<file path="config.mk">
export PLATFORM = sky130hd
export DESIGN_NAME = scnps_top
export DESIGN_NICKNAME = d
export VERILOG_FILES = /design/src/verilog/placeholder_unused_none.sv /design/src/verilog/scnps_pkg.sv /design/src/verilog/scnps_stretch.sv /design/src/verilog/scnps_top.sv
export VERILOG_INCLUDE_DIRS = /design/src /design/src/verilog
export SDC_FILE = /design/constraint.sdc
export NUM_CORES = 1
export LEC_CHECK = 0
export BUFFER_PORTS_ARGS = -buffer_cell sky130_fd_sc_hd__buf_2
export CORE_MARGIN = 1.5
export CORE_UTILIZATION = 60
export DETAILED_ROUTE_END_ITERATION = 12
export GPL_TIMING_DRIVEN = 1
export PLACE_DENSITY = 0.77
export SLEW_MARGIN = 15
export SYNTH_ARGS = -nofsm -noshare
export SYNTH_HDL_FRONTEND = slang
export SYNTH_SLANG_ARGS = --single-unit
</file>
<file path="constraint.sdc">
create_clock -name clk -period 3.74 [get_ports clk]
set_input_delay 0 -clock clk [delete_from_list [all_inputs] [get_ports clk]]
set_output_delay 0 -clock clk [all_outputs]
set_load 0.03 [all_outputs]
</file>
<file path="src/verilog/scnps_regs.svh">
`ifndef SCNPS_REGS_SVH
`define SCNPS_REGS_SVH

// Clock rate in kHz and in MHz, used to turn times into cycle counts.
`define SCNPS_CLK_KHZ 40000
`define SCNPS_CLK_MHZ 40

// Quiet time in IDLE before falling back to SLEEP, in milliseconds.
`define SCNPS_IDLE_TIMEOUT_MS 2000
// The same quiet time as a count of clock cycles.
`define SCNPS_IDLE_TIMEOUT_CYC (`SCNPS_IDLE_TIMEOUT_MS * `SCNPS_CLK_KHZ)

// Hold time of the read-ok indicator after a good read, in microseconds.
`define SCNPS_LED_HOLD_US 100
// The same hold time as a count of clock cycles.
`define SCNPS_LED_HOLD_CYC (`SCNPS_LED_HOLD_US * `SCNPS_CLK_MHZ)

// Length of one buzzer pulse, in microseconds.
`define SCNPS_BEEP_US 100
// The same pulse length as a count of clock cycles.
`define SCNPS_BEEP_CYC (`SCNPS_BEEP_US * `SCNPS_CLK_MHZ)

// Low-power setting after reset: disabled.
`define SCNPS_LP_EN_RST 1'b0

`endif

</file>
<file path="src/verilog/placeholder_unused_none.sv">
`timescale 1ns/1ps
`default_nettype none
`default_nettype wire

</file>
<file path="src/verilog/scnps_pkg.sv">
`default_nettype none

// Shared types of the power-state and host-pin block.
package scnps_pkg;

  // Power states of the engine.
  typedef enum logic [1:0]
  {
    SCNPS_ST_PWRON,
    SCNPS_ST_SLEEP,
    SCNPS_ST_IDLE,
    SCNPS_ST_READ
  } scnps_state_e;

  // Raw levels of the host-facing input pins.
  typedef struct packed
  {
    logic trigger_n;
    logic wake_n;
    logic boot;
    logic usb_sel;
    logic cts_usbp;
    logic rxd_usbm;
  } scnps_pins_s;

  // Drive requests of the USB core for the two shared data pins.
  typedef struct packed
  {
    logic dp;
    logic dp_oe_n;
    logic dm;
    logic dm_oe_n;
  } scnps_usb_drv_s;

endpackage : scnps_pkg

`default_nettype wire

</file>
<file path="src/verilog/scnps_stretch.sv">
`timescale 1ns/1ps
`default_nettype none

// Stretches a one-cycle request into an active-low level of fixed length.
module scnps_stretch #(
  parameter int unsigned CYCLES = 4000
) (
  // Clock and reset.
  input wire logic clk,
  input wire logic resetn,
  // Request and stretched output.
  input wire logic start,
  output logic active_n_q
);

  localparam int unsigned CW = $clog2(CYCLES + 1);
  localparam logic [CW-1:0] LOAD = CW'(CYCLES);
  localparam logic [CW-1:0] ONE = CW'(1);

  logic [CW-1:0] cnt_q; // Cycles of the pulse still to run.
  logic [CW-1:0] cnt_d; // Next value of the counter.
  logic active_n_d; // Next level of the output.

  // A new request restarts the pulse; otherwise the count runs down.
  assign cnt_d = start ? LOAD : ((cnt_q != '0) ? cnt_q - ONE : cnt_q);
  assign active_n_d = !(start || (cnt_q > ONE));

  // Counter and output register, both idle after reset.
  always_ff @(posedge clk)
  begin
    if (!resetn)
    begin
      cnt_q <= '0;
      active_n_q <= 1'b1;
    end
    else
    begin
      cnt_q <= cnt_d;
      active_n_q <= active_n_d;
    end
  end

endmodule : scnps_stretch

`default_nettype wire

</file>
<file path="src/verilog/scnps_top.sv">
`timescale 1ns/1ps
`default_nettype none
`include "scnps_regs.svh"

// Notes on behaviour
// - Low power only with the serial interface.
// - Low power on: power-on goes straight to SLEEP.
// - SLEEP leaves for IDLE on CTS or wake.
// - Two quiet seconds in IDLE return to SLEEP.
// - Commands disable (default) or enable low power.
// - Trigger is active low and starts reading.
// - Wake is active low.
// - Read-ok indicator low means on.
// - Buzzer pulse output low means sounding.
// - Power-down output high only in low power.
// - One pin: CTS in serial, USB plus in USB.
// - One pin: RXD in serial, USB minus in USB.
// - Serial mode drives RTS and TXD out.
module scnps_top #(
  parameter int unsigned TIMEOUT_CYCLES = `SCNPS_IDLE_TIMEOUT_CYC,
  parameter int unsigned LED_CYCLES = `SCNPS_LED_HOLD_CYC,
  parameter int unsigned BEEP_CYCLES = `SCNPS_BEEP_CYC
) (
  // Clock and reset.
  input wire logic clk,
  input wire logic resetn,
  // Host pins in, raw and asynchronous.
  input wire scnps_pkg::scnps_pins_s pins_in,
  // Requests from the decoder on this clock.
  input wire logic cmd_low_power_off,
  input wire logic cmd_low_power_on,
  input wire logic read_ok,
  input wire logic beep,
  // Serial core outputs on this clock.
  input wire logic serial_rts,
  input wire logic serial_txd,
  // USB core drive requests on this clock.
  input wire scnps_pkg::scnps_usb_drv_s usb_drv,
  // Indicator, buzzer and power-down pins.
  output logic read_ok_indicator,
  output logic buzzer_n,
  output logic power_down,
  // Serial handshake and data pins.
  output logic rts_pin,
  output logic txd_pin,
  // Shared CTS / USB plus pin.
  output logic cts_usbp_o,
  output logic cts_usbp_oe_n,
  // Shared RXD / USB minus pin.
  output logic rxd_usbm_o,
  output logic rxd_usbm_oe_n,
  // Received levels handed to the cores.
  output logic serial_rxd,
  output logic serial_cts,
  output logic usb_dp_rx,
  output logic usb_dm_rx,
  // Current power state.
  output scnps_pkg::scnps_state_e power_state
);

  import scnps_pkg::*;

  localparam logic [31:0] TMO_LAST = 32'(TIMEOUT_CYCLES - 1);

  scnps_pins_s sync1_q; // First synchroniser stage, read only by the second.
  scnps_pins_s sync_q; // Synchronised pin levels.
  scnps_state_e state_q; // Power state register.
  scnps_state_e state_d; // Next power state.
  logic lp_en_q; // Low-power setting from the commands.
  logic lp_en_d; // Next low-power setting.
  logic [31:0] timer_q; // Quiet-time counter in IDLE.
  logic [31:0] timer_d; // Next quiet-time count.
  logic led_n; // Stretched indicator level.
  logic buzz_n; // Stretched buzzer level.

  // Output pin registers; each output port except power_state reads exactly one of them.
  logic pwr_down_q;
  logic led_q;
  logic buzz_q;
  logic rts_q;
  logic txd_q;
  logic dp_o_q;
  logic dp_oe_n_q;
  logic dm_o_q;
  logic dm_oe_n_q;
  logic srx_q;
  logic scts_q;
  logic dprx_q;
  logic dmrx_q;

  // Decoded, active-high meaning of the synchronised pins, commands, timer and state.
  wire usb_mode = sync_q.usb_sel;
  wire trig_act = !sync_q.trigger_n;
  wire wake_act = !sync_q.wake_n;
  wire cts_act = !usb_mode && !sync_q.cts_usbp;
  wire boot_ok = sync_q.boot;
  wire lp_active = lp_en_q && !usb_mode;
  wire any_cmd = cmd_low_power_off || cmd_low_power_on;
  wire event_any = trig_act || wake_act || cts_act || read_ok || any_cmd;
  wire timeout = (timer_q >= TMO_LAST);
  wire in_sleep = (state_q == SCNPS_ST_SLEEP);

  // Enable wins when both commands arrive together.
  assign lp_en_d = cmd_low_power_on ? 1'b1 : (cmd_low_power_off ? 1'b0 : lp_en_q);

  // Quiet timer runs only in IDLE with low power active.
  assign timer_d = (state_q != SCNPS_ST_IDLE || !lp_active || event_any) ? 32'h0
    : (timeout ? timer_q : timer_q + 32'h1);

  // Next-state decode of the power sequencer.
  always_comb
  begin
    state_d = state_q;
    case (state_q)
      SCNPS_ST_PWRON:
      begin
        // Boot low holds the engine in power-on.
        if (boot_ok)
        begin
          state_d = lp_active ? SCNPS_ST_SLEEP : SCNPS_ST_IDLE;
        end
      end
      SCNPS_ST_SLEEP:
      begin
        // Wake or CTS, or losing low power, brings the engine up.
        if (cts_act || wake_act || !lp_active)
        begin
          state_d = SCNPS_ST_IDLE;
        end
      end
      SCNPS_ST_IDLE:
      begin
        // Trigger beats the timeout.
        if (trig_act)
        begin
          state_d = SCNPS_ST_READ;
        end
        else if (lp_active && timeout && !event_any)
        begin
          state_d = SCNPS_ST_SLEEP;
        end
      end
      SCNPS_ST_READ:
      begin
        // Reading lasts while the trigger is held low.
        if (!trig_act)
        begin
          state_d = SCNPS_ST_IDLE;
        end
      end
      default:
      begin
        state_d = SCNPS_ST_PWRON;
      end
    endcase
  end

  // Two-flop synchroniser for all host input pins.
  // Boot resets low so that power-on waits for the real boot level,
  // instead of leaving power-on on a reset value.
  always_ff @(posedge clk)
  begin
    if (!resetn)
    begin
      sync1_q <= '{trigger_n: 1'b1, wake_n: 1'b1, boot: 1'b0, usb_sel: 1'b0,
                   cts_usbp: 1'b1, rxd_usbm: 1'b1};
      sync_q <= '{trigger_n: 1'b1, wake_n: 1'b1, boot: 1'b0, usb_sel: 1'b0,
                  cts_usbp: 1'b1, rxd_usbm: 1'b1};
    end
    else
    begin
      sync1_q <= pins_in;
      sync_q <= sync1_q;
    end
  end

  // Sequencer state, low-power setting and quiet timer.
  always_ff @(posedge clk)
  begin
    if (!resetn)
    begin
      state_q <= SCNPS_ST_PWRON;
      lp_en_q <= `SCNPS_LP_EN_RST;
      timer_q <= 32'h0;
    end
    else
    begin
      state_q <= state_d;
      lp_en_q <= lp_en_d;
      timer_q <= timer_d;
    end
  end

  // Indicator pulse stretcher.
  scnps_stretch #(
    .CYCLES(LED_CYCLES)
  ) u_led (
    .clk(clk),
    .resetn(resetn),
    .start(read_ok),
    .active_n_q(led_n)
  );

  // Buzzer pulse stretcher.
  scnps_stretch #(
    .CYCLES(BEEP_CYCLES)
  ) u_beep (
    .clk(clk),
    .resetn(resetn),
    .start(beep),
    .active_n_q(buzz_n)
  );

  // Output pin registers; the shared pins follow the selected interface.
  always_ff @(posedge clk)
  begin
    if (!resetn)
    begin
      pwr_down_q <= 1'b0;
      led_q <= 1'b1;
      buzz_q <= 1'b1;
      rts_q <= 1'b1;
      txd_q <= 1'b1;
      dp_o_q <= 1'b0;
      dp_oe_n_q <= 1'b1;
      dm_o_q <= 1'b0;
      dm_oe_n_q <= 1'b1;
      srx_q <= 1'b1;
      scts_q <= 1'b1;
      dprx_q <= 1'b0;
      dmrx_q <= 1'b0;
    end
    else
    begin
      pwr_down_q <= in_sleep;
      led_q <= led_n && !read_ok;
      buzz_q <= buzz_n && !beep;
      rts_q <= usb_mode ? 1'b1 : serial_rts;
      txd_q <= usb_mode ? 1'b1 : serial_txd;
      dp_o_q <= usb_mode ? usb_drv.dp : 1'b0;
      dp_oe_n_q <= usb_mode ? usb_drv.dp_oe_n : 1'b1;
      dm_o_q <= usb_mode ? usb_drv.dm : 1'b0;
      dm_oe_n_q <= usb_mode ? usb_drv.dm_oe_n : 1'b1;
      srx_q <= usb_mode ? 1'b1 : sync_q.rxd_usbm;
      scts_q <= usb_mode ? 1'b1 : sync_q.cts_usbp;
      dprx_q <= usb_mode ? sync_q.cts_usbp : 1'b0;
      dmrx_q <= usb_mode ? sync_q.rxd_usbm : 1'b0;
    end
  end

  // Port connections, all straight from registers.
  assign read_ok_indicator = led_q;
  assign buzzer_n = buzz_q;
  assign power_down = pwr_down_q;
  assign rts_pin = rts_q;
  assign txd_pin = txd_q;
  assign cts_usbp_o = dp_o_q;
  assign cts_usbp_oe_n = dp_oe_n_q;
  assign rxd_usbm_o = dm_o_q;
  assign rxd_usbm_oe_n = dm_oe_n_q;
  assign serial_rxd = srx_q;
  assign serial_cts = scts_q;
  assign usb_dp_rx = dprx_q;
  assign usb_dm_rx = dmrx_q;
  assign power_state = state_q;
endmodule : scnps_top

`default_nettype wire
</file>
; ---- Word-level counts from Yosys, hierarchy flattened
; Index checks and enable logic that the tools add are counted.
[word_totals]
regBits = 86
inputBits = 18
out_inout_bits = 15
[op_classes]
n_addsub = 3
n_lt_le_gt_ge = 3
eq_ne = 8
n_mux = 13
n_bitwise = 1
reduce_logical = 39
[ops]
columns = op, n
row1 = $mux W12, 4
row2 = $add A32 B1 Y32 const B, 1
row3 = $ge A32 B27 Y1 const B, 1
row4 = $gt A12 B1 Y1 const B, 2
row5 = $reduce_bool A12 Y1, 2
row6 = $sub A12 B1 Y12 const B, 2
row7 = $mux W2, 6
row8 = $logic_or A1 B1 Y1, 11
row9 = $logic_not A1 Y1, 10
row10 = $pmux W2 S4, 1
row11 = $reduce_or A2 Y1, 4
row12 = $logic_and A1 B1 Y1, 6
row13 = $ne A2 B2 Y1 const B, 3
row14 = $reduce_bool A2 Y1, 3
row15 = $eq A2 B2 Y1 const B, 2
row16 = $reduce_and A4 Y1, 1
row17 = $ne A3 B3 Y1 const B, 1
row18 = $eq A2 B1 Y1 const B, 1
row19 = $logic_not A2 Y1, 1
row20 = $mux W1, 2
row21 = $ne A2 B1 Y1 const B, 1
row22 = $reduce_and A2 Y1, 1
row23 = $not A1 Y1, 1

; ---- Depth between registers and ports, before layout
[depth]
word_depth = 10
ltp_mapped = 8
mapped_depth_nobuf = 7

; ---- By module
; From an unflattened synthesis, not the netlist that was laid out.
[hier_totals]
hier_cells = 431
area_unflattened_um2 = 4008.8
[by_module_without_submodules]
columns = module, n_inst, cells_per_inst, area_each_um2, seq_area_each_um2
row1 = scnps_top, 1, 279, 2572.5, 1201.2
row2 = scnps_stretch, 2, 76, 718.2, 260.2

; ---- Least setup slack after synthesis
; OpenSTA, ideal clock, no wires.
[synth_path]
path_kind = register -> register
startpoint = reg u_beep.cnt_q[0]
endpoint = reg u_beep.cnt_q[3]
setup_time_ns = 0.122
t_arrival_ns = 1.816
t_required_ns = 3.618
slack_ns = 1.802
path_stages_with_launch = 7
period_less_slack_ns = 1.938
cell_sequence = dfxtp_1 inv_1 ha_1 or3b_2 or4b_4 or2b_1 a21oi_1
[synth_via]
elab_chain_len = 1
word_cells_on_any_way = 2
cone_classes = 1 x add/sub / 1 x reduce/logical
[synth_rtl]
columns = element, line_no
row1 = start: declaration, scnps_stretch.sv:20  ; logic [CW-1:0] cnt_q;
row2 = start signal: assignment, scnps_stretch.sv:38  ; cnt_q <= cnt_d;
row3 = $sub A12 B1 Y12 or $reduce_bool A12 Y1 (tied branches), scnps_stretch.sv:25  ; assign cnt_d = start ? LOAD : ((cnt_q != '0) ? cnt_q - ONE : cnt_q);
; Parallel ways exist; a longest one is shown, timed or not.
; A chain may end at the register's enable or synchronous reset.

; ---- Final worst setup path
[layout_path]
startpoint = reg timer_q[19]
endpoint = reg timer_q[10]
[layout_via]
elab_chain_len = 1
[layout_rtl]
columns = element, line_no
row1 = start: declaration, scnps_top.sv:71  ; logic [31:0] timer_q;
row2 = start signal: assignment, scnps_top.sv:190  ; timer_q <= timer_d;
row3 = $ge A32 B27 Y1, scnps_top.sv:100  ; wire timeout = (timer_q >= TMO_LAST);
; Every way passes these cells.

==> impl_metrics.ini <==
[yosys]
synth-async-reset-ratio = 0
ys.flop_type = dfxtp_1
synthXorXnorAreaFrac = 0.0346
synthSimpleGateAreaFrac = 0.295
synth_top_family_by_area = simple AND/OR/NAND/NOR gates
syn_nets = 448
yosysMostFrequentCell = dfxtp_1
synth_top_area_cell = dfxtp_1
netlist.area_leader.share = 0.453
synth_edf_count = 0
synth_area_leaders = dfxtp_1 45%, o21a_1 3.4%, nand2_1 3.3%, nand2b_1 3.1%, a21oi_1 2.9%
synth_compound_area_frac = 0.152
synth_fa_ha_area_frac = 0.0198
yosysSeqAreaShare = 0.453
ys_top_cells_by_count = 86 x dfxtp_1, 33 x nand2_1, 29 x nor2_1
syn_inst = 424
synth.distinct_cells = 51
synth-seq-cells = 86
muxShareOfSynthArea = 0.0165
synth_warnings = 0
syn_area_mm2 = 0.00380
avgSynthCellArea_um2 = 8.96

[power]
ir_drop_mv = 0.343
p_per_area_mw_per_mm2 = 436
power_w = 0.00189
p_leak_nw = 1.64

[critical_path]
crit_family = simple AND/OR/NAND/NOR gates
worstPathMaxFanout = 42
rr_worst_depth = 5
critical_path_buf_inv_count = 0
cp.required_ps = 4020
critPathCaptureType = flip-flop
regToRegEndpoint = timer_q[10]$_SDFFE_PP0N_
slowest_delay_ps = 760
rrSetupSlack_ps = 1290
critPathLaunchType = flip-flop
r2r-start = timer_q[19]$_SDFFE_PP0N_
crit_arrival_ps = 2730
crit_chain = nor3_1 -> a21o_1 -> nand2_1 -> or4_1 -> a21oi_1
critPathKind = flip-flop to flip-flop
cpMaxStageDelayCell = or4_1

[worst_hold_path]
worstHoldStart = read_ok
worstHoldEndpoint = u_led.cnt_q[11]$_SDFFE_PN0P_
hold_class = input pin to flip-flop
whs_path_depth = 2

[clocking]
cts_resized = 0
cts_tree = built
clk_pin_slew_ps = 90
clockRootBuffer = clkbuf_8
clk_path_buf_depth = 2
cts_htree_levels = 3
numCtsBuffers = 9
cts.sinks = 86
clock_latency_ps = 360

[sta]
setup_slack_ps = 1290
final.min_clock_period_ps = 2450
slew_headroom = 0.251
whs_ps = 12.7
worst_pin_slew_ps = 1120
setup_tns_ps = 0
period_share = 0.654
drv_slew = 0
fin_worst_skew_ps = 12.4
setup_viol_count_final = 0
fmax_mhz = 409
hold_viol = 0
rsz0062_at_grt = false

[final_layout]
antennaDiodeCount = 0
area_growth_pct = 14.1
multiInputGateArea_mm2 = 0.00196
fillCellCount = 470
nNetsFinal = 488
seqCellArea_mm2 = 0.00172
drive_above_1_share = 0.124

[grt]
grtUsageTotal = 0.239
antenna_found_initial = 0
grt_pass1_wl_um = 12500
grt_pass1_vias = 2879
gr-total-overflow = 0
grt_max_degree = 43

[floorplan]
die_y_um = 82.6
die_x_um = 82.6
rows = 28
coreArea_mm2 = 0.00603
dieArea_mm2 = 0.00682
ios = 33
initial_core_util = 0.630

[detailed_routing]
drt_iter0_markers = 188
wirelength_um = 7660
avgRoutedWirePerCell_um = 14.1
ant_nets = 0
via_per_inst = 5.85
num_vias = 3180
first_pass_iters = 4
drc = 0

[run]
maxCapViolCount = 0

[run_status]
status = completed

[placed_design]
dp_hpwl_um = 4920
preCtsSetupSlack_ps = 1350
io_buffers = 32
place_congestion = 0.800
-- worst reg2reg max path: stages, from the launching register on --
cell,delay (ps)
dfxtp_1,370
nor3_1,260
a21o_1,180
nand2_1,640
or4_1,760
a21oi_1,150
-- how the worst max path moves through the flow --
stage | start | end | cells after the start
final | timer_q[19]$_SDFFE_PP0N_ | timer_q[10]$_SDFFE_PP0N_ | 5
after global routing | timer_q[19]$_SDFFE_PP0N_ | timer_q[10]$_SDFFE_PP0N_ | 5
after global placement | timer_q[19]$_SDFFE_PP0N_ | timer_q[16]$_SDFFE_PP0N_ | 5
after floorplan | u_beep.cnt_q[0]$_SDFFE_PP0P_ | u_beep.cnt_q[3]$_SDFFE_PP0P_ | 6
after CTS | timer_q[19]$_SDFFE_PP0N_ | timer_q[10]$_SDFFE_PP0N_ | 5
after detailed placement | timer_q[19]$_SDFFE_PP0N_ | timer_q[10]$_SDFFE_PP0N_ | 5
-- registers in the layout, indices dropped and copies added, names as in the netlist --
signal,cells
usb_dp_rx,1
sync1_q,6
serial_rxd,1
u_beep.cnt_q,12
usb_mode,1
rts_pin,1
u_led.active_n_q,1
usb_dm_rx,1
sync_q,4
u_beep.active_n_q,1
serial_cts,1
cts_usbp_oe_n,1
buzzer_n,1
timer_q,32
lp_en_q,1
rxd_usbm_o,1
power_state,2
boot_ok,1
read_ok_indicator,1
txd_pin,1
cts_usbp_o,1
rxd_usbm_oe_n,1
power_down,1
u_led.cnt_q,12
-- layout by cell type (no fill, tap or decap), types with 2 or more instances in the layout --
cell type,instances
xnor2_1,10
o31ai_1,11
and4_1,5
ha_1,6
buf_2,32
clkinvlp_4,3
nor2b_1,5
nand3b_1,3
xor2_1,5
a21oi_1,22
nor4_1,12
or3_1,10
a31oi_1,5
o211ai_1,5
or4_1,10
o21ai_0,20
dlygate4sd3_1,15
o21a_1,17
and2_1,13
nand2_1,33
mux2i_1,4
inv_1,8
nand3_1,18
nor3_1,4
nor4b_1,2
clkbuf_8,10
nor2_1,29
o31a_1,2
nand2b_1,19
and3_1,10
a41o_1,2
nand4_1,11
mux2_2,2
dfxtp_1,86
-- through the flow --
step / std cells / util / area [um^2]
after floorplan: 424 / - / 3800
after global placement: 513 / 0.660 / 3980
after detailed placement: 513 / 0.660 / 3980
after CTS: 544 / 0.719 / 4340
after global routing: 544 / 0.719 / 4340
final: 544 / 0.719 / 4340
-- cell families (layout without fill, tap and decap cells) --
kind of cell	Yosys count	after routing
multiplexers	6	6
AND/OR/NAND/NOR	194	194
buffers and inverters	27	72
AO/OA/AOI/OAI	90	90
flip-flops	86	86
adder cells (fa/ha/maj)	6	6
XOR/XNOR	15	15
-- report_power, final --
part	leakage, nW	switching (W)	total [W]	internal [W]
Clock	0.0951	0.000348	0.000678	0.000330
Combinational	0.839	0.000112	0.000217	0.000105
Sequential	0.705	0.0000391	0.000996	0.000957
-- what timing repair did --
action                                 4_1_cts  5_1_grt
hold buffers                                15        0
setup buffers                                0        0
endpoints found under the hold margin       20        0
-- per-layer routing --
layer | global-route usage | vias to the layer above | routed length (um)
li1 | - | 1620 | -
met1 | 0.298 | 1500 | 3590
met2 | 0.396 | 47 | 3720
met3 | 0.0451 | 13 | 215
met4 | 0.110 | 0 | 133
met5 | 0 | - | 0
-- area by class of cell --
type / count / share of cell area
sequential: 86 / 0.397
clock inverter: 6 / 0.0162
timing repair buffer: 48 / 0.0733
tap: 75 / 0.0216
inverter: 8 / 0.00693
clock buffer: 10 / 0.0317
multi-input combinational: 311 / 0.453
Note: power is estimated with default switching activity, not from simulation.
